File: src/twt_cfg.svh
// Constants of the two-wire target block: register offsets, bit positions,
// status codes and reset values.
// Assumes inclusion by the core module only.
//
// Contract
// - GC data acked: flag, $90, ack per enable
// - GC data nacked: $98, then leave addressed
// - Stop/restart while addressed: $A0, unaddressed
// - Ack enable zero: no address recognised
// - Ack enable one: own address, GC if enabled
// - Start request at clear: START when free
// - Match upper seven address bits only
// - Address LSB enables general call $00
// - Direction bit one transmits, zero receives
// - Address acked: set flag, valid status
// - Arbitration lost then read: code $B0
// - Ack enable cleared: last byte, $C0/$C8
// - After last byte release SDA, ignore master
// - Ack enable zero still monitors the bus
// - Asleep: match address on SCL, wake part
// - Hold SCL low until flag cleared
// - Data register not updated while asleep
// - GC clear without ack enable: NOT ACK
// - Own data nacked: $88, then leave
// - Own read acked: $A8, send data register
`ifndef TWT_CFG_SVH
`define TWT_CFG_SVH

// -------------------------------------------------------------------------
// Register offsets
// -------------------------------------------------------------------------
`define TWT_OFS_CTRL   2'h0
`define TWT_OFS_STAT   2'h1
`define TWT_OFS_DATA   2'h2
`define TWT_OFS_OWN    2'h3

// -------------------------------------------------------------------------
// Control and own-address register bit positions
// -------------------------------------------------------------------------
`define TWT_CB_FLAG    7
`define TWT_CB_ACKEN   6
`define TWT_CB_STA     5
`define TWT_CB_STO     4
`define TWT_CB_WC      3
`define TWT_CB_EN      2
`define TWT_CB_IE      0
`define TWT_OWN_GCE    0

// -------------------------------------------------------------------------
// Status codes and reset values
// -------------------------------------------------------------------------
`define TWT_SC_RXA_OWN 8'h60
`define TWT_SC_RXA_ARB 8'h68
`define TWT_SC_GC      8'h70
`define TWT_SC_GC_ARB  8'h78
`define TWT_SC_RX_ACK  8'h80
`define TWT_SC_RX_NAK  8'h88
`define TWT_SC_GC_ACK  8'h90
`define TWT_SC_GC_NAK  8'h98
`define TWT_SC_STOP    8'hA0
`define TWT_SC_TXA_OWN 8'hA8
`define TWT_SC_TXA_ARB 8'hB0
`define TWT_SC_TX_ACK  8'hB8
`define TWT_SC_TX_NAK  8'hC0
`define TWT_SC_TX_LST  8'hC8
`define TWT_SC_NONE    8'hF8
`define TWT_GC_ADDR    7'h00
`define TWT_RST_BYTE   8'h00
`define TWT_BITS_BYTE  4'h8
`define TWT_LAST_BIT   4'h7

`endif

File: src/twt_pkg.sv
// Types of the two-wire target block.
// Assumes twt_cfg.svh is on the include path.
package twt_pkg;

  // -----------------------------------------------------------------------
  // Register port request and bus pin drive
  // -----------------------------------------------------------------------
  typedef struct packed {
    logic       wr;
    logic       rd;
    logic [1:0] addr;
    logic [7:0] wdata;
  } twt_regreq_t;

  typedef struct packed {
    logic scl_out;
    logic scl_oe_n;
    logic sda_out;
    logic sda_oe_n;
  } twt_pins_t;

  // -----------------------------------------------------------------------
  // Engine states and the action due when the flag is cleared
  // -----------------------------------------------------------------------
  typedef enum logic [2:0] {
    TWT_IDLE = 3'b000,
    TWT_ADDR = 3'b001,
    TWT_AACK = 3'b011,
    TWT_WAIT = 3'b010,
    TWT_RXD  = 3'b110,
    TWT_RACK = 3'b111,
    TWT_TXD  = 3'b101,
    TWT_TACK = 3'b100
  } twt_state_t;

  typedef enum logic [1:0] {
    TWT_NA_RX  = 2'b00,
    TWT_NA_TX  = 2'b01,
    TWT_NA_END = 2'b11
  } twt_next_t;

endpackage

File: src/twt_target.sv
// Two-wire bus target: address match, receive and transmit as target,
// software handshake through the job flag, clock stretching and wake-up.
// Assumes SCL_IN and SDA_IN come straight from the pins, all other inputs
// come from logic on CLK_IN, and the pins are open drain.
// Matching needs the job flag clear; a stretched clock waits on software.
// While asleep no received byte reaches the data register.
//
// Our own choices: the placing of the registers and the address-and-strobe port.
`timescale 1ns/10ps
`include "twt_cfg.svh"

module twt_target (
  input  wire logic              CLK_IN,
  input  wire logic              RESET_IN,
  input  wire twt_pkg::twt_regreq_t REG_REQ_IN,
  output logic [7:0]             REG_RDATA_OUT,
  input  wire logic              SCL_IN,
  input  wire logic              SDA_IN,
  output twt_pkg::twt_pins_t     PINS_OUT,
  input  wire logic              ARB_LOST_IN,
  input  wire logic              SLEEP_IN,
  output logic                   WAKE_OUT,
  output logic                   START_GO_OUT
);
  import twt_pkg::*;

  // -----------------------------------------------------------------------
  // State record
  // -----------------------------------------------------------------------
  typedef struct packed {
    // Engine and bus sampling
    twt_state_t st;
    twt_next_t  next_act;
    logic [1:0] scl_s;
    logic [1:0] sda_s;
    logic       scl_d;
    logic       sda_d;
    logic [7:0] sh;
    logic [3:0] cnt;
    logic       ack_byte;
    logic       tx_last;
    logic       dir_rd;
    logic       gc;
    logic       m_ack;
    logic       rx_addr;
    logic       sda_low;
    logic       scl_hold;
    // Software-visible registers
    logic       flag;
    logic       ack_en;
    logic       sta;
    logic       sto;
    logic       wc;
    logic       en;
    logic       ie;
    logic [7:0] own_addr;
    logic [7:0] data;
    logic [7:0] status;
    // Bus watch, pulses and read data
    logic       busy;
    logic       start_pend;
    logic       start_go;
    logic       wake;
    logic [7:0] rdata;
  } twt_st_t;

  twt_st_t r;
  twt_st_t n;

  logic scl;
  logic sda;
  logic scl_rise;
  logic scl_fall;
  logic start_c;
  logic stop_c;
  logic clear_ev;

  // -----------------------------------------------------------------------
  // Status code for an acknowledged address
  // -----------------------------------------------------------------------
  function automatic logic [7:0] addr_code(input logic rd, input logic gcm, input logic arb);
    if (rd) begin
      addr_code = arb ? `TWT_SC_TXA_ARB : `TWT_SC_TXA_OWN;
    end else if (gcm) begin
      addr_code = arb ? `TWT_SC_GC_ARB : `TWT_SC_GC;
    end else begin
      addr_code = arb ? `TWT_SC_RXA_ARB : `TWT_SC_RXA_OWN;
    end
  endfunction

  // -----------------------------------------------------------------------
  // Bus conditions seen through the second synchroniser stage
  // -----------------------------------------------------------------------
  assign scl      = r.scl_s[1];
  assign sda      = r.sda_s[1];
  assign scl_rise = scl & ~r.scl_d;
  assign scl_fall = ~scl & r.scl_d;
  assign start_c  = scl & r.scl_d & r.sda_d & ~sda;
  assign stop_c   = scl & r.scl_d & ~r.sda_d & sda;
  assign clear_ev = REG_REQ_IN.wr & (REG_REQ_IN.addr == `TWT_OFS_CTRL)
                  & REG_REQ_IN.wdata[`TWT_CB_FLAG] & r.flag;

  // -----------------------------------------------------------------------
  // Next-state logic: one copy of the record, filled each cycle
  // -----------------------------------------------------------------------
  always_comb begin
    logic own_m;
    logic gc_m;
    own_m = 1'b0;
    gc_m  = 1'b0;
    n = r;
    n.scl_s    = {r.scl_s[0], SCL_IN};
    n.sda_s    = {r.sda_s[0], SDA_IN};
    n.scl_d    = scl;
    n.sda_d    = sda;
    n.start_go = 1'b0;
    n.wake     = 1'b0;
    n.rdata    = `TWT_RST_BYTE;

    // ---------------------------------------------------------------------
    // Register port
    // ---------------------------------------------------------------------
    if (REG_REQ_IN.rd) begin
      unique case (REG_REQ_IN.addr)
        `TWT_OFS_CTRL: n.rdata = {r.flag, r.ack_en, r.sta, r.sto, r.wc, r.en, 1'b0, r.ie};
        `TWT_OFS_STAT: n.rdata = r.flag ? r.status : `TWT_SC_NONE;
        `TWT_OFS_DATA: n.rdata = r.data;
        `TWT_OFS_OWN:  n.rdata = r.own_addr;
      endcase
    end
    if (REG_REQ_IN.wr) begin
      unique case (REG_REQ_IN.addr)
        `TWT_OFS_CTRL: begin
          n.ack_en = REG_REQ_IN.wdata[`TWT_CB_ACKEN];
          n.sta    = REG_REQ_IN.wdata[`TWT_CB_STA];
          n.sto    = REG_REQ_IN.wdata[`TWT_CB_STO];
          n.wc     = REG_REQ_IN.wdata[`TWT_CB_WC] & r.wc;
          n.en     = REG_REQ_IN.wdata[`TWT_CB_EN];
          n.ie     = REG_REQ_IN.wdata[`TWT_CB_IE];
          if (clear_ev) begin
            n.flag = 1'b0;
          end
        end
        `TWT_OFS_STAT: begin
        end
        // Data written without the flag is refused and flags a collision
        `TWT_OFS_DATA: begin
          if (r.flag) begin
            n.data = REG_REQ_IN.wdata;
          end else begin
            n.wc = 1'b1;
          end
        end
        `TWT_OFS_OWN:  n.own_addr = REG_REQ_IN.wdata;
      endcase
    end

    // ---------------------------------------------------------------------
    // Bus state and queued START
    // ---------------------------------------------------------------------
    if (start_c) begin
      n.busy = 1'b1;
    end else if (stop_c) begin
      n.busy = 1'b0;
    end
    if (clear_ev && r.next_act == TWT_NA_END) begin
      n.rx_addr = 1'b0;
      if (n.sta) begin
        n.start_pend = 1'b1;
      end
    end
    // A queued START waits until a STOP has freed the bus
    if (r.start_pend && !r.busy) begin
      n.start_go   = 1'b1;
      n.start_pend = 1'b0;
    end

    // ---------------------------------------------------------------------
    // Transfer engine
    // ---------------------------------------------------------------------
    if (!r.en) begin
      n.st       = TWT_IDLE;
      n.sda_low  = 1'b0;
      n.scl_hold = 1'b0;
      n.rx_addr  = 1'b0;
    end else if ((start_c || stop_c) && r.st != TWT_WAIT) begin
      if (r.rx_addr && r.st == TWT_RXD) begin
        n.flag     = 1'b1;
        n.status   = `TWT_SC_STOP;
        n.next_act = TWT_NA_END;
        n.rx_addr  = 1'b0;
      end
      n.st      = start_c ? TWT_ADDR : TWT_IDLE;
      n.cnt     = 4'h0;
      n.sda_low = 1'b0;
    end else begin
      unique case (r.st)

        // Not addressed: SDA stays released whatever the master clocks
        TWT_IDLE: begin
          n.sda_low = 1'b0;
        end
        // -------------------------------------------------------------------
        // Address byte and match
        // -------------------------------------------------------------------
        TWT_ADDR: begin
          if (scl_rise) begin
            n.sh  = {r.sh[6:0], sda};
            n.cnt = r.cnt + 4'h1;
          end
          if (scl_fall && r.cnt == `TWT_BITS_BYTE) begin
            own_m = (r.sh[7:1] == r.own_addr[7:1]);
            gc_m  = (r.sh[7:1] == `TWT_GC_ADDR) & r.own_addr[`TWT_OWN_GCE] & ~r.sh[0];
            // Live ack enable gates both matches; bus stays watched anyway
            if (r.ack_en && !r.flag && (own_m || gc_m)) begin
              n.sda_low = 1'b1;
              n.gc      = gc_m;
              n.dir_rd  = r.sh[0];
              n.st      = TWT_AACK;
            end else begin
              n.st = TWT_IDLE;
            end
          end
        end

        // Acknowledge slot: flag, status and clock hold come together
        TWT_AACK: begin
          if (scl_fall) begin
            n.sda_low  = 1'b0;
            n.flag     = 1'b1;
            n.scl_hold = 1'b1;
            n.status   = addr_code(r.dir_rd, r.gc, ARB_LOST_IN);
            n.next_act = r.dir_rd ? TWT_NA_TX : TWT_NA_RX;
            n.rx_addr  = ~r.dir_rd;
            n.wake     = SLEEP_IN;
            n.st       = TWT_WAIT;
          end
        end
        // -------------------------------------------------------------------
        // Software handshake
        // -------------------------------------------------------------------
        TWT_WAIT: begin
          if (clear_ev) begin
            n.scl_hold = 1'b0;
            n.cnt      = 4'h0;
            unique case (r.next_act)
              TWT_NA_RX: begin
                n.ack_byte = n.ack_en;
                n.st       = TWT_RXD;
              end
              TWT_NA_TX: begin
                n.sh      = n.data;
                n.tx_last = ~n.ack_en;
                n.sda_low = ~n.data[7];
                n.st      = TWT_TXD;
              end
              TWT_NA_END: begin
                n.st = TWT_IDLE;
              end
              default: begin
                n.st = TWT_IDLE;
              end
            endcase
          end
        end
        // -------------------------------------------------------------------
        // Data byte in
        // -------------------------------------------------------------------
        TWT_RXD: begin
          if (scl_rise) begin
            n.sh  = {r.sh[6:0], sda};
            n.cnt = r.cnt + 4'h1;
          end
          if (scl_fall && r.cnt == `TWT_BITS_BYTE) begin
            n.sda_low = r.ack_byte;
            n.st      = TWT_RACK;
          end
        end

        // Asleep, the shifted byte is kept out of the data register
        TWT_RACK: begin
          if (scl_fall) begin
            n.sda_low  = 1'b0;
            n.flag     = 1'b1;
            n.scl_hold = 1'b1;
            if (!SLEEP_IN) begin
              n.data = r.sh;
            end
            if (r.gc) begin
              n.status = r.ack_byte ? `TWT_SC_GC_ACK : `TWT_SC_GC_NAK;
            end else begin
              n.status = r.ack_byte ? `TWT_SC_RX_ACK : `TWT_SC_RX_NAK;
            end
            n.next_act = r.ack_byte ? TWT_NA_RX : TWT_NA_END;
            n.st       = TWT_WAIT;
          end
        end
        // -------------------------------------------------------------------
        // Data byte out
        // -------------------------------------------------------------------
        // Next bit moves a few clocks after the fall, long before the rise
        TWT_TXD: begin
          if (scl_fall) begin
            if (r.cnt == `TWT_LAST_BIT) begin
              n.sda_low = 1'b0;
              n.st      = TWT_TACK;
            end else begin
              n.sda_low = ~r.sh[6];
              n.sh      = {r.sh[6:0], 1'b1};
              n.cnt     = r.cnt + 4'h1;
            end
          end
        end

        // Master answer is taken at the rise, acted on at the fall
        TWT_TACK: begin
          if (scl_rise) begin
            n.m_ack = ~sda;
          end
          if (scl_fall) begin
            n.flag     = 1'b1;
            n.scl_hold = 1'b1;
            if (!r.m_ack) begin
              n.status = `TWT_SC_TX_NAK;
            end else if (r.tx_last) begin
              n.status = `TWT_SC_TX_LST;
            end else begin
              n.status = `TWT_SC_TX_ACK;
            end
            // After the last byte the engine idles with SDA released
            n.next_act = (r.m_ack && !r.tx_last) ? TWT_NA_TX : TWT_NA_END;
            n.st       = TWT_WAIT;
          end
        end
      endcase
    end
  end

  // -----------------------------------------------------------------------
  // State register
  // -----------------------------------------------------------------------
  always_ff @(posedge CLK_IN) begin
    if (RESET_IN) begin
      r          <= '0;
      r.st       <= TWT_IDLE;
      r.next_act <= TWT_NA_END;
      r.scl_s    <= 2'h3;
      r.sda_s    <= 2'h3;
      r.scl_d    <= 1'b1;
      r.sda_d    <= 1'b1;
      r.busy     <= 1'b0;
    end else begin
      r <= n;
    end
  end

  // -----------------------------------------------------------------------
  // Outputs
  // -----------------------------------------------------------------------
  assign REG_RDATA_OUT     = r.rdata;
  // Open drain: only the enables move
  assign PINS_OUT.scl_out  = 1'b0;
  assign PINS_OUT.scl_oe_n = ~r.scl_hold;
  assign PINS_OUT.sda_out  = 1'b0;
  assign PINS_OUT.sda_oe_n = ~r.sda_low;
  assign WAKE_OUT          = r.wake;
  assign START_GO_OUT      = r.start_go;

endmodule

File: config.mk
export PLATFORM = sky130hd
export DESIGN_NAME = twt_target
export DESIGN_NICKNAME = d
export VERILOG_FILES = /design/src/twt_pkg.sv /design/src/twt_target.sv
export VERILOG_INCLUDE_DIRS = /design/src
export SDC_FILE = /design/constraint.sdc
export NUM_CORES = 1
export LEC_CHECK = 0
export ABC_CLOCK_PERIOD_IN_PS = 1750
export BUFFER_PORTS_ARGS = -buffer_cell sky130_fd_sc_hd__buf_2
export CORE_MARGIN = 10
export CORE_UTILIZATION = 55
export CTS_BUF_LIST = sky130_fd_sc_hd__clkbuf_8
export DETAILED_ROUTE_END_ITERATION = 10
export PLACE_DENSITY = 0.77
export SLEW_MARGIN = 30
export SYNTH_ARGS = -nofsm -noshare
export SYNTH_HDL_FRONTEND = slang
export SYNTH_SLANG_ARGS = --single-unit
File: constraint.sdc
create_clock -name CLK_IN -period 1.75 [get_ports CLK_IN]
set_input_delay 0 -clock CLK_IN [delete_from_list [all_inputs] [get_ports CLK_IN]]
set_output_delay 0 -clock CLK_IN [all_outputs]
set_load 0.03 [all_outputs]
* Word-level counts from Yosys, hierarchy flattened
Cells that the tools add are included.
** Cells by class
- Add/sub/neg operators :: 1
- Multipliers :: 0
- Div/mod/pow operators :: 0
- $lt $le $gt $ge :: 0
- Equality and inequality tests :: 39
- Shifts and indexed selects :: 0
- Mux-type cells :: 81
- Bitwise logic cells :: 29
- Reduce and logical (&&, ||, !) cells :: 45
** Operators with widths (count)
- $mux W8 :: 14
- $mux W12 :: 3
- $pmux W12 S3 :: 1
- $mux W5 :: 7
- $mux W16 :: 2
- $pmux W8 S4 :: 1
- $mux W4 :: 7
- $ne A3 B3 Y1 const B :: 8
- $pmux W8 S3 :: 1
- $mux W23 :: 1
- $mux W1 :: 21
- $pmux W3 S7 :: 1
- $mux W3 :: 6
- $ne A2 B2 Y1 const B :: 9
- $reduce_and A6 Y1 :: 3
- $reduce_and A9 Y1 :: 2
- $mux W2 :: 8
- $not A1 Y1 :: 16
- $reduce_and A5 Y1 :: 3
- $mux W14 :: 1
- $and A1 B1 Y1 :: 13
- $eq A3 B3 Y1 const B :: 4
- $reduce_bool A4 Y1 :: 3
- $logic_and A1 B1 Y1 :: 8
- 34 further kinds :: 52
** Word-level totals
- Register bits :: 74
- Bits in latches :: 0
- Bits in writable memories :: 0
- Bits in read-only memories :: 0
- Bits of input ports :: 18
- Memories kept :: 0

* Longest topological paths before layout
Gate-level depths: netlist of run 1.
- Word-level depth :: 12
- Depth in mapped cells :: 8

* Worst setup path before layout of run 1
No wires, ideal clock.
- Path type :: reg-to-reg
- From :: register r[73] (netlist bit)
- To :: register r[48] (netlist bit)
- Library setup time :: 0.070 ns
- Data arrival time :: 1.824 ns
- Data required time :: 1.680 ns
- Setup slack :: -0.144 ns
- Stages on the path, launching flop included :: 7
- Clock period less this slack :: 1.894 ns
- Path through :: dfxtp_1 -> buf_6 -> nor3b_4 -> o31ai_2 -> or4_4 -> or3b_1 -> a21oi_1
** On the way
- Longest elaborated chain between the ends :: 4
** Ends and longest elaborated chain
- start: declaration :: line twt_target.sv:67 : twt_st_t r;
- start signal: assignment :: line twt_target.sv:353 : r <= n;
- $ne A3 B2 Y1 :: line twt_target.sv:186 : end else if ((start_c || stop_c) && r.st != TWT_WAIT) begin
- $logic_and A1 B1 Y1 :: line twt_target.sv:186
- $not A1 Y1 (no source line)
- $reduce_and A5 Y1 (no source line) (*)
Mark *: on every way between the ends. The rest lies on a longest branch, timed or not.
A chain may end at the register's enable or synchronous reset.

* Worst setup path in the final report of run 1
- From :: register r[52] (netlist bit)
- To :: register r[48] (netlist bit)
** On the way
- Longest elaborated chain between the ends :: 3
** Ends and longest elaborated chain
- $eq A4 B4 Y1 (no source line)
- $logic_and A1 B1 Y1 (no source line)
- $reduce_and A5 Y1 (no source line)
Every way passes these cells.

==> impl_results.md, run 1 <==
- Peak fanout along the critical path: 4
- Horiz. Die Dim: 104.0 µm
- Total number of vias: 4346
- Buffers from clock root to sink, at most: 2
- Number of buffers inserted by port buffering: 29
- Worst R2R Path Depth: 7
- Count of H-tree levels built during CTS: 3
- Violations in the final reports: negative setup slack
- Number of remaining DRC errors: 0
- Net total in the final layout: 617
- Number of top-level design ports: 32
- Hold Crit Depth: 3
- Via count of the first global-routing pass: 4117
- Final clock skew: 16.14 ps
- Die Footprint: 10810 µm²
- Transition time at the pin with the least slew margin: 597.6 ps
- Predominant post-synthesis flop cell: sky130_fd_sc_hd__dfxtp_1
- Starting utilization of the core area: 56.79%
- Share of power burned in the clock network: 44.3%
- Area share of and/or/nand/nor cells after synthesis: 24.54%
- Hpwl dp: 9139 µm
- Mean instance size in the synthesized netlist: 8.308 µm²
- Highest clock frequency the design can meet: 0.4977 GHz
- Post-route fraction of the period consumed by the critical path: 114.8%
- Number of max-cap violations: 0
- Clock transition at the register clock pins on the worst setup and hold paths after CTS: 90 ps
- Number of enable flip-flop cells after synthesis: 0
- Total of warnings raised by yosys: 0
- Largest net degree at the start of global routing: 34
- Async set or reset register ratio after synthesis: 0%
- Post-detailed-route wirelength per cell: about 21 µm
- Main combinational cell family by area after synthesis: simple AND/OR/NAND/NOR gates
- Post-synthesis instance total: 467
- IR drop worst, VDD: between 0.0004 and 0.0005 V
- Total congestion overflow: 0
- Final worst-path setup slack: -259.2 ps
- Slowest Stage Delay on Critical Path: about 530 ps
- CP max-delay cell: sky130_fd_sc_hd__or4_4
- Antenna violations before repair: 0
- Startpoint types: flop
- Global-route wire length before repair: between 20000 and 25000 µm
- Register bit total from synthesis: 71
- Layout cell share with drive strength beyond 1: between 40 and 50%
- Internal power consumption: 2.615 mW
- Type of the setup path with the least slack: reg -> reg
- CTS tree: done
- Required time at the worst-slack endpoint: 2050 ps
- Fraction of synthesized area in multiplexers: about a tenth
- Synth Cell Area: 3880 µm²
- Clk root buf: sky130_fd_sc_hd__clkbuf_8
- Gp weighted congestion: 0.9663
- Endpoint arrival time on the critical path: 2300 ps
- Instance area at placement: 4637 µm²
- Area grow syn2layout: 46.31%
- Total of endpoints with negative setup slack in the final report: 28
- Ant. Diodes: 0
- Drt first-iter violations: 490
- Post-detailed-route via-to-cell ratio: between 6 and 7
- Fin crit period: roughly 2000 ps
- XOR/XNOR share of the synthesized area: 2.483%
- First drt pass iteration count: 6
- Flop pwr share: 46.9%
- Number of buffers created by CTS: 9
- Number of sinks handled by clock tree synthesis: 71
- Max-slew violation total from the final report: 0
- Path class of the lowest-slack min-delay path: in -> reg
- Proportion of total power due to net switching: around 26%
- Y dimension of the die: roughly 100 µm
- Capturing element type of the critical path: flop
- Power density of the placed cells: 620.7 nW/µm²
- Leak: ~2.3 nW
- Cell variety after synth: 69
- Placeable core area: 6832 µm²
- Outcome: finished, violations left
- Logic pwr share: about 9%
- Layout Cell Area excl Fill: 5677 µm²
- Clock latency on the worst-skew pair: 360 ps
- Max-slew headroom at the worst pin: 59.13%
- Net switching component of the power: about 0.91 mW
- Setup repair after global routing missed its margin: true
- Final Hold Fails: 0
- Chain of cells forming the critical path: inv_1, ha_4, and3b_2, nand2_2, or4_4, or3b_4, a21oi_2
- Remaining number of nets flagged by the antenna check after routing: 0
- Post-synthesis compound-gate area fraction: 19.64%
- Count of standard-cell rows: 30
- WHS: ~51 ps
- Sum of routed wire length over all layers: 14470 µm
- Register area share after synthesis: 36.63%
- Core utilization of the finished layout: just over 80%
- Post-synthesis share of cell area spent on full adders, half adders and majority gates: 0.6450%
- GRT Util Overall: 23.84%
Yosys cell counts, types with 3 or more instances:
cell type,n,area share (%)
sky130_fd_sc_hd__a211oi_1,11,2.1
sky130_fd_sc_hd__a21oi_1,30,3.9
sky130_fd_sc_hd__a22oi_1,11,2.1
sky130_fd_sc_hd__and2_1,3,0.48
sky130_fd_sc_hd__and3_1,5,0.81
sky130_fd_sc_hd__and3b_1,5,1.1
sky130_fd_sc_hd__buf_2,9,1.2
sky130_fd_sc_hd__buf_4,10,1.9
sky130_fd_sc_hd__clkbuf_1,16,1.5
sky130_fd_sc_hd__dfxtp_1,71,37
sky130_fd_sc_hd__inv_1,12,1.2
sky130_fd_sc_hd__mux2_2,11,3.2
sky130_fd_sc_hd__mux2i_1,25,6.4
sky130_fd_sc_hd__nand2_1,30,2.9
sky130_fd_sc_hd__nand2b_1,6,0.97
sky130_fd_sc_hd__nand3_1,10,1.3
sky130_fd_sc_hd__nand3b_1,6,1.2
sky130_fd_sc_hd__nand4_1,4,0.64
sky130_fd_sc_hd__nor2_1,66,6.4
sky130_fd_sc_hd__nor2b_1,7,1.1
sky130_fd_sc_hd__nor3_1,8,1.0
sky130_fd_sc_hd__nor4_1,4,0.64
sky130_fd_sc_hd__o21ai_0,20,2.6
sky130_fd_sc_hd__o221ai_1,3,0.68
sky130_fd_sc_hd__o22ai_1,6,0.97
sky130_fd_sc_hd__or2_2,8,1.3
sky130_fd_sc_hd__or3_1,3,0.48
sky130_fd_sc_hd__xnor2_1,9,2.0
worst max-delay path, delay by kind of cell, from the launching register on:
kind                     cells  cell delay, ps
AND/OR/NAND/NOR              4            1270
AO/OA/AOI/OAI                1             110
buffers and inverters        1             100
flip-flops                   1             330
adder cells (fa/ha/maj)      1             130
timing repair:
| action | 4_1_cts | 5_1_grt |
|---|---|---|
| pin swaps | 19 | 24 |
| cloned | 2 | 1 |
| hold buffers | 12 | 0 |
| hold endpoints to repair | 19 | 0 |
| gates resized for setup | 55 | 65 |
| buffers inserted | 17 | 7 |
| endpoints found under the setup margin | 35 | 34 |
layer usage:
metal | track usage, % | up-vias | routed length (µm)
met5 | 0 | - | 0
met4 | 15.71 | 0 | 850
met3 | 5.019 | 82 | 1177
met2 | 40.72 | 296 | 7036
met1 | 26.08 | 2032 | 5403
li1 | - | 1936 | -
kinds of logic (layout without fill, tap and decap cells):
logic type,Yosys count,in the layout
simple gates,182,182
compound gates,114,114
flops,71,71
buf+inv,50,184
mux,36,36
xor+xnor,11,11
fa+ha+maj,2,2
other cells,1,2
cells in the final DEF (no fill, tap or decap), drive strengths merged, types with 7 or more instances in the layout:
cell type | synthesis | final
o21ai | 22 | 22
nor2 | 66 | 66
xnor2 | 9 | 9
buf | 21 | 144
a211oi | 11 | 11
clkbuf | 17 | 10
a21oi | 30 | 30
a22oi | 11 | 11
nor3 | 8 | 8
dfxtp | 71 | 71
nand3 | 10 | 10
dlygate4sd3 | 0 | 12
inv | 12 | 13
mux2i | 25 | 25
nand2 | 30 | 30
mux2 | 11 | 11
nor2b | 7 | 7
or2 | 9 | 9
power groups by stage:
stage | Clock, mW | Sequential [mW] | Combinational (mW)
2_1_floorplan | 0 | 1.69 | 0.150
3_3_place_gp | 0 | 1.69 | 0.246
3_5_place_dp | 0 | 1.69 | 0.249
4_1_cts | 1.55 | 1.65 | 0.282
5_1_grt | 1.63 | 1.66 | 0.327
6_report | 1.56 | 1.65 | 0.310
area by class of cell:
class / instances / area, µm²
well taps: 96 / 120.1
clock buffers: 10 / 137.6
clock inverters: 6 / 92.59
flip-flops and latches: 71 / 1444
repair buffers: 156 / 1207
inverters: 12 / 47.55
multi-input cells: 347 / 2628
fillers: 407 / 1155
stage by stage:
stage	instances	setup slack (ps)	TNS, ps	power (mW)
2_1_floorplan	468	-46.68	-61.97	1.838
3_3_place_gp	643	-309.6	-3428	1.937
3_5_place_dp	643	-298.0	-4269	1.941
4_1_cts	690	-153.9	-2195	3.486
5_1_grt	698	-296.9	-4695	3.607
6_report	698	-259.2	-3197	3.524
flip-flops by register name (all words and copies together) (netlist names):
signal	flops
REG_RDATA_OUT	8
n	4
r	57
START_GO_OUT	1
WAKE_OUT	1
final timing paths:
path,startpoint,end,slack [ps]
max,r[52],r[48],-260
min,REG_REQ_IN[9],REG_RDATA_OUT[6],50
max reg2reg,r[52],r[48],-260
min reg2reg,n[68],n[64],410
Power figures use the tool's default switching activity.
==> run 2, diff against run 1 <==
--- a/config.mk
+++ b/config.mk
@@ -6,13 +6,13 @@
 export SDC_FILE = /design/constraint.sdc
 export NUM_CORES = 1
 export LEC_CHECK = 0
-export ABC_CLOCK_PERIOD_IN_PS = 1750
+export ABC_CLOCK_PERIOD_IN_PS = 2510
 export BUFFER_PORTS_ARGS = -buffer_cell sky130_fd_sc_hd__buf_2
 export CORE_MARGIN = 10
 export CORE_UTILIZATION = 55
 export CTS_BUF_LIST = sky130_fd_sc_hd__clkbuf_8
 export DETAILED_ROUTE_END_ITERATION = 10
-export PLACE_DENSITY = 0.77
+export PLACE_DENSITY = 0.74
 export SLEW_MARGIN = 30
 export SYNTH_ARGS = -nofsm -noshare
 export SYNTH_HDL_FRONTEND = slang
==> constraint.sdc (replaced) <==
create_clock -name CLK_IN -period 2.51 [get_ports CLK_IN]
set_input_delay 0 -clock CLK_IN [delete_from_list [all_inputs] [get_ports CLK_IN]]
set_output_delay 0 -clock CLK_IN [all_outputs]
set_load 0.03 [all_outputs]
==> impl_results.md, run 2 (synthesis gave the netlist of run 1 again) <==
- Antenna violations before repair: 0 (unchanged)
- Area grow syn2layout: 13.67%
- Type of the setup path with the least slack: reg -> reg
- Number of max-cap violations: 0 (unchanged)
- Gp weighted congestion: 1.040 (+7.6%)
- Starting utilization of the core area: 56.79% (unchanged)
- Flop pwr share: 48.5% (+1.6 points)
- Buffers from clock root to sink, at most: 2 (unchanged)
- Number of remaining DRC errors: 0 (unchanged)
- CTS tree: done
- Buffers inserted by post-CTS timing repair: 0 (-17)
- Largest net degree at the start of global routing: 55 (+62%)
- Chain of cells forming the critical path: and3b_1, a31oi_1, a311o_1, nor4bb_1, a31o_1
- Highest clock frequency the design can meet: 0.4448 GHz (-11%)
- Number of top-level design ports: 32 (unchanged)
- Number of buffers inserted by port buffering: 29 (unchanged)
- Path class of the lowest-slack min-delay path: in -> reg
- Required time at the worst-slack endpoint: 2810 ps (+760 ps)
- Post-detailed-route via-to-cell ratio: 6.152 (-1.2%)
- Drt first-iter violations: 203 (-59%)
- Slowest Stage Delay on Critical Path: 760 ps (+230 ps)
- Buffers & Inverters on Critical Path: 0 (-1)
- Biggest register: r
- Net total in the final layout: 516 (-16%)
- Commonest cells after routing, fill and taps aside: 71 x sky130_fd_sc_hd__dfxtp_1, 66 x sky130_fd_sc_hd__nor2_1, 30 x sky130_fd_sc_hd__nand2_1, 30 x sky130_fd_sc_hd__a21oi_1, 29 x sky130_fd_sc_hd__buf_2
- Post-route fraction of the period consumed by the critical path: 89.57% (-25 points)
- Total of endpoints with negative setup slack in the final report: 0 (-100%)
- Number of buffers created by CTS: 9 (unchanged)
- Most common cell after layout, fill and taps aside: sky130_fd_sc_hd__dfxtp_1
- Clk root buf: sky130_fd_sc_hd__clkbuf_8
- Net switching component of the power: 0.5845 mW (-36%)
- Capturing element type of the critical path: flop
- Transition time at the pin with the least slew margin: 673.4 ps (+75.78 ps)
- Leak: 1.671 nW (-28%)
- Horiz. Die Dim: 104.0 µm (unchanged)
- Proportion of total power due to net switching: 24.57% (-1.2 points)
- Total number of vias: 3673 (-15%)
- Remaining number of nets flagged by the antenna check after routing: 0 (unchanged)
- Share of power burned in the clock network: 44.8% (+0.5 points)
- Clock transition at the register clock pins on the worst setup and hold paths after CTS: 80 ps (about the same)
- Hpwl dp: 8280 µm (-9.4%)
- CTS resizes: 0 (-100%)
- Final clock skew: 8.468 ps (-7.673 ps)
- Y dimension of the die: 104.0 µm (unchanged)
- Post-detailed-route wirelength per cell: 19.07 µm (-8.0%)
- Number of sinks handled by clock tree synthesis: 71 (unchanged)
- GRT Util Overall: 20.79% (-3.0 points)
- Largest register FFs: 57 (unchanged)
- Placeable core area: 6832 µm² (unchanged)
- Kind of cell with the highest combined delay on the critical path: compound AO/OA/AOI/OAI gates
- Endpoint arrival time on the critical path: 2550 ps (+250 ps)
- Max-slew violation total from the final report: 0 (unchanged)
- Number of fillers in the final layout: 623 (+53%)
- Count of H-tree levels built during CTS: 3 (unchanged)
- Logic pwr share: 6.6% (-2.2 points)
- Count of standard-cell rows: 30 (unchanged)
- Max-slew headroom at the worst pin: 55.05% (-4.1 points)
- Final Hold Fails: 0 (unchanged)
- Outcome: finished clean
- Peak fanout along the critical path: 18 (+14)
- Die Footprint: 10810 µm² (unchanged)
- Power density of the placed cells: 539.3 nW/µm² (-13%)
- IR drop worst, VDD: 0.0002776 V (-44%)
- Fin crit period: 2248 ps (+239.0 ps)
- Internal power consumption: 1.794 mW (-31%)
- Overall power of the completed layout: 2.379 mW (-32%)
- Total congestion overflow: 0 (unchanged)
- Setup total negative slack: 0 ps (+3197 ps)
- First drt pass iteration count: 5 (-1)
- Ant. Diodes: 0 (unchanged)
- Startpoint types: flop
- Global-route wire length before repair: 18600 µm (-12%)
- Via count of the first global-routing pass: 3522 (-14%)
- Layout cell share with drive strength beyond 1: 16.97% (-26 points)
- Number of buffers inserted by hold repair at cts: 12 (unchanged)
- Sum of routed wire length over all layers: 11390 µm (-21%)
- Clock latency on the worst-skew pair: 350 ps (about the same)
- Setup repair after global routing missed its margin: false
- CP max-delay cell: sky130_fd_sc_hd__dfxtp_1
==> run 2: worst reg2reg max path: cells and delay by family (launching register included) <==
kind             cells  cell delay [ps]
AO/OA/AOI/OAI        3              820
flip-flops           1              760
AND/OR/NAND/NOR      2              620
==> run 2: layout make-up <==
type | count | area (µm²) | share of cell area, %
well taps | 96 | 120.1 | 2.723
multi-input cells | 347 | 2223 | 50.41
flip-flops and latches | 71 | 1421 | 32.23
clock buffers | 10 | 137.6 | 3.121
inverters | 12 | 45.04 | 1.021
repair buffers | 55 | 370.4 | 8.397
clock inverters | 6 | 92.59 | 2.099
==> run 2: worst paths after layout <==
check / start / end / slack (ps) / cells after the start
worst max-delay path: r[71] / r[52] / 260 / 5
worst min-delay path: REG_REQ_IN[9] / REG_RDATA_OUT[1] / 20 / 3
worst max register to register: r[71] / r[52] / 260 / 5
worst min register to register: n[68] / n[64] / 410 / 1
==> run 2: power groups by stage <==
stage / Clock [mW] / Sequential [mW] / Combinational, mW
finish: 1.07 / 1.15 / 0.158
global route: 1.13 / 1.16 / 0.172
CTS: 1.08 / 1.15 / 0.156
detailed placement: 0 / 1.18 / 0.141
global placement: 0 / 1.18 / 0.140
floorplan: 0 / 1.18 / 0.102
==> run 2: per-stage QoR <==
stage          area, µm²  hold WS [ps]  setup WS (ps)  instances  util (%)
3_3_place_gp        4060         181.2          405.2        569     59.43
4_1_cts             4410         8.993          329.4        597     64.56
5_1_grt             4410         54.83          102.9        597     64.56
3_5_place_dp        4060         186.0          331.5        569     59.43
2_1_floorplan       3884         103.8          615.8        468         -
6_report            4410         23.40          261.8        597     64.56
==> run 2: routing by layer <==
| metal | vias to the layer above | wire, µm | global-route usage, % |
|---|---|---|---|
| met2 | 154 | 5664 | 35.59 |
| met5 | - | 0 | 0 |
| met3 | 30 | 639 | 4.027 |
| li1 | 1731 | - | - |
| met4 | 0 | 318 | 8.250 |
| met1 | 1758 | 4762 | 24.90 |
==> run 3, diff against run 2 <==
--- a/config.mk
+++ b/config.mk
@@ -6,13 +6,13 @@
 export SDC_FILE = /design/constraint.sdc
 export NUM_CORES = 1
 export LEC_CHECK = 0
-export ABC_CLOCK_PERIOD_IN_PS = 2510
+export ABC_CLOCK_PERIOD_IN_PS = 2800
 export BUFFER_PORTS_ARGS = -buffer_cell sky130_fd_sc_hd__buf_2
 export CORE_MARGIN = 10
-export CORE_UTILIZATION = 55
+export CORE_UTILIZATION = 67
 export CTS_BUF_LIST = sky130_fd_sc_hd__clkbuf_8
 export DETAILED_ROUTE_END_ITERATION = 10
-export PLACE_DENSITY = 0.74
+export PLACE_DENSITY = 0.88
 export SLEW_MARGIN = 30
 export SYNTH_ARGS = -nofsm -noshare
 export SYNTH_HDL_FRONTEND = slang
==> constraint.sdc (replaced) <==
create_clock -name CLK_IN -period 2.8 [get_ports CLK_IN]
set_input_delay 0 -clock CLK_IN [delete_from_list [all_inputs] [get_ports CLK_IN]]
set_output_delay 0 -clock CLK_IN [all_outputs]
set_load 0.02 [all_outputs]
==> impl_results.md, run 3 (synthesis gave the netlist of run 1 again) <==
- Global-route wire length before repair: 18310 µm (-1.5%)
- Count of H-tree levels built during CTS: 3 (unchanged)
- GRT Util Overall: 25.83% (+5.0 points)
- Endpoint arrival time on the critical path: 2790 ps (+240 ps)
- Via count of the first global-routing pass: 3422 (-2.8%)
- Startpoint types: flop
- Peak fanout along the critical path: 24 (+6)
- Final instance count without filler cells: 568 (-4.9%)
- Path class of the lowest-slack min-delay path: in -> reg
- Y dimension of the die: 96.10 µm (-7.6%)
- Largest net degree at the start of global routing: 55 (unchanged)
- Number of remaining DRC errors: 0 (unchanged)
- Remaining number of nets flagged by the antenna check after routing: 0 (unchanged)
- Die Footprint: 9235 µm² (-15%)
- Internal power consumption: 1.427 mW (-20%)
- Transition time at the pin with the least slew margin: 782.6 ps (+109.2 ps)
- Clock transition at the register clock pins on the worst setup and hold paths after CTS: 80 ps (about the same)
- Buffers & Inverters on Critical Path: 0 (unchanged)
- Net total in the final layout: 511 (-0.97%)
- Drt first-iter violations: 487 (+140%)
- Starting utilization of the core area: 69.61% (+13 points)
- Net switching component of the power: 0.5170 mW (-12%)
- Fin crit period: 2536 ps (+288.2 ps)
- Horiz. Die Dim: 96.10 µm (-7.6%)
- Antenna violations before repair: 0 (unchanged)
- Hpwl dp: 8104 µm (-2.1%)
- Total number of vias: 3827 (+4.2%)
- Max-slew headroom at the worst pin: 47.76% (-7.3 points)
- Number of fillers in the final layout: 413 (-34%)
- Biggest register: r
- Count of standard-cell rows: 27 (-10%)
- Instance area at placement: 3993 µm² (-1.7%)
- Top routing layer in use: met4
- Share of power burned in the clock network: 39.4% (-5.4 points)
- Placeable core area: 5574 µm² (-18%)
- Slowest Stage Delay on Critical Path: 830 ps (+70 ps)
- CTS resizes: 0 (unchanged)
- Leak: 1.625 nW (-2.8%)
- Post-detailed-route via-to-cell ratio: 6.738 (+9.5%)
- Metal1 wirelength: 4845 µm (+1.7%)
- Largest register FFs: 57 (unchanged)
- First drt pass iteration count: 5 (unchanged)
- Ant. Diodes: 0 (unchanged)
- Reg2reg setup slack: 260 ps (about the same)
- Required time at the worst-slack endpoint: 3050 ps (+240 ps)
- Proportion of total power due to net switching: 26.60% (+2.0 points)
- Post-detailed-route wirelength per cell: 20.39 µm (+6.9%)
- CTS tree: done
- Post-route fraction of the period consumed by the critical path: 90.58% (+1.0 points)
- CP max-delay cell: sky130_fd_sc_hd__dfxtp_1
- Area grow syn2layout: 10.64%
- Highest clock frequency the design can meet: 0.3943 GHz (-11%)
- Total of endpoints with negative setup slack in the final report: 0 (unchanged)
- Layout cell share with drive strength beyond 1: 16.13% (-0.84 points)
- IR drop worst, VDD: 0.0004872 V (+76%)
- Final clock skew: 8.434 ps (-0.03455 ps)
- Outcome: finished clean
- Setup total negative slack: 0 ps (unchanged)
- Clk root buf: sky130_fd_sc_hd__clkbuf_8
- Max-slew violation total from the final report: 0 (unchanged)
- Capturing element type of the critical path: flop
- Power density of the placed cells: 452.9 nW/µm² (-16%)
- Number of max-cap violations: 0 (unchanged)
- Amount of wire on met2 after detailed routing: 5081 µm (-10%)
- Commonest cells after routing, fill and taps aside: 71 x sky130_fd_sc_hd__dfxtp_1, 66 x sky130_fd_sc_hd__nor2_1, 30 x sky130_fd_sc_hd__nand2_1, 30 x sky130_fd_sc_hd__a21oi_1, 29 x sky130_fd_sc_hd__buf_2
- Cell total after placement: 540 (-5.1%)
- Flop pwr share: 53.3% (+4.8 points)
- Total length of routed met3 wires: 1192 µm (+87%)
- Layout Cell Area excl Fill: 4293 µm² (-2.7%)
- Logic pwr share: 7.3% (+0.7 points)
- Clock latency on the worst-skew pair: 350 ps (about the same)
- Setup repair after global routing missed its margin: false
- Type of the setup path with the least slack: reg -> reg
- Buffers from clock root to sink, at most: 2 (unchanged)
- Gp weighted congestion: 0.9727 (-6.5%)
- Chain of cells forming the critical path: nor2b_1, a21o_1, nor2_1, a22oi_1, a211oi_1
- Sum of routed wire length over all layers: 11580 µm (+1.7%)
- Most common cell after layout, fill and taps aside: sky130_fd_sc_hd__dfxtp_1
- Number of top-level design ports: 32 (unchanged)
- Total congestion overflow: 0 (unchanged)
- Kind of cell with the highest combined delay on the critical path: compound AO/OA/AOI/OAI gates
- Number of buffers created by CTS: 9 (unchanged)
- Number of sinks handled by clock tree synthesis: 71 (unchanged)
- Number of buffers inserted by port buffering: 29 (unchanged)
- Final Hold Fails: 0 (unchanged)
[run 3: cell count changes in the layout (fill, tap and decap cells not counted), sizes merged]
cell | before | now
buf | 43 | 38
clkinv | 1 | 2
bufinv | 2 | 0
inv | 13 | 14
[run 3: worst paths after layout]
path,start,endpoint,cells past startpoint
worst min-delay path,REG_REQ_IN[9],REG_RDATA_OUT[1],3
worst max register to register,r[71],r[60],5
worst min register to register,n[68],n[64],1
worst max-delay path,r[71],r[60],5
[run 3: routing by layer]
layer  vias up  global-route usage, %
met3        50                  4.903
met5         -                      0
met4         0                  12.16
li1       1728                      -
met2       259                  37.84
met1      1790                  35.66
[run 3: layout make-up]
cell class	count	area, µm²	share of cell area [%]
Sequential cell	71	1421	33.11
Inverter	12	45.04	1.049
Clock buffer	10	137.6	3.206
Clock inverter	6	42.54	0.9910
Timing Repair Buffer	50	332.8	7.753
Tap cell	72	90.09	2.099
Multi-Input combinational cell	347	2223	51.79
[run 3: what timing repair did]
item,CTS,global route
hold buffers,12,0
buffers inserted,0,0
endpoints found under the hold margin,17,0
[run 3: power groups by stage]
stage / Combinational [mW] / Clock [mW] / Sequential (mW)
after floorplan: 0.0881 / 0 / 1.05
after global routing: 0.153 / 0.796 / 1.04
after global placement: 0.122 / 0 / 1.06
after CTS: 0.137 / 0.760 / 1.04
final: 0.142 / 0.766 / 1.04
after detailed placement: 0.123 / 0 / 1.06
[run 3: metrics by stage]
stage | hold WS (ps) | power (mW) | setup WS (ps) | utilization (%)
after floorplan | 103.8 | 1.143 | 905.8 | -
after global placement | 184.7 | 1.181 | 532.0 | 71.63
after detailed placement | 184.0 | 1.184 | 463.4 | 71.63
after CTS | 1.853 | 1.933 | 413.5 | 77.01
after global routing | 44.39 | 1.987 | 95.95 | 77.01
final | 13.46 | 1.944 | 263.7 | 77.01
[run 3: worst register-to-register path: cells and delay by family, from the launching register on]
| family | cells | cell delay [ps] |
|---|---|---|
| flip-flops | 1 | 830 |
| AO/OA/AOI/OAI | 3 | 880 |
| AND/OR/NAND/NOR | 2 | 730 |
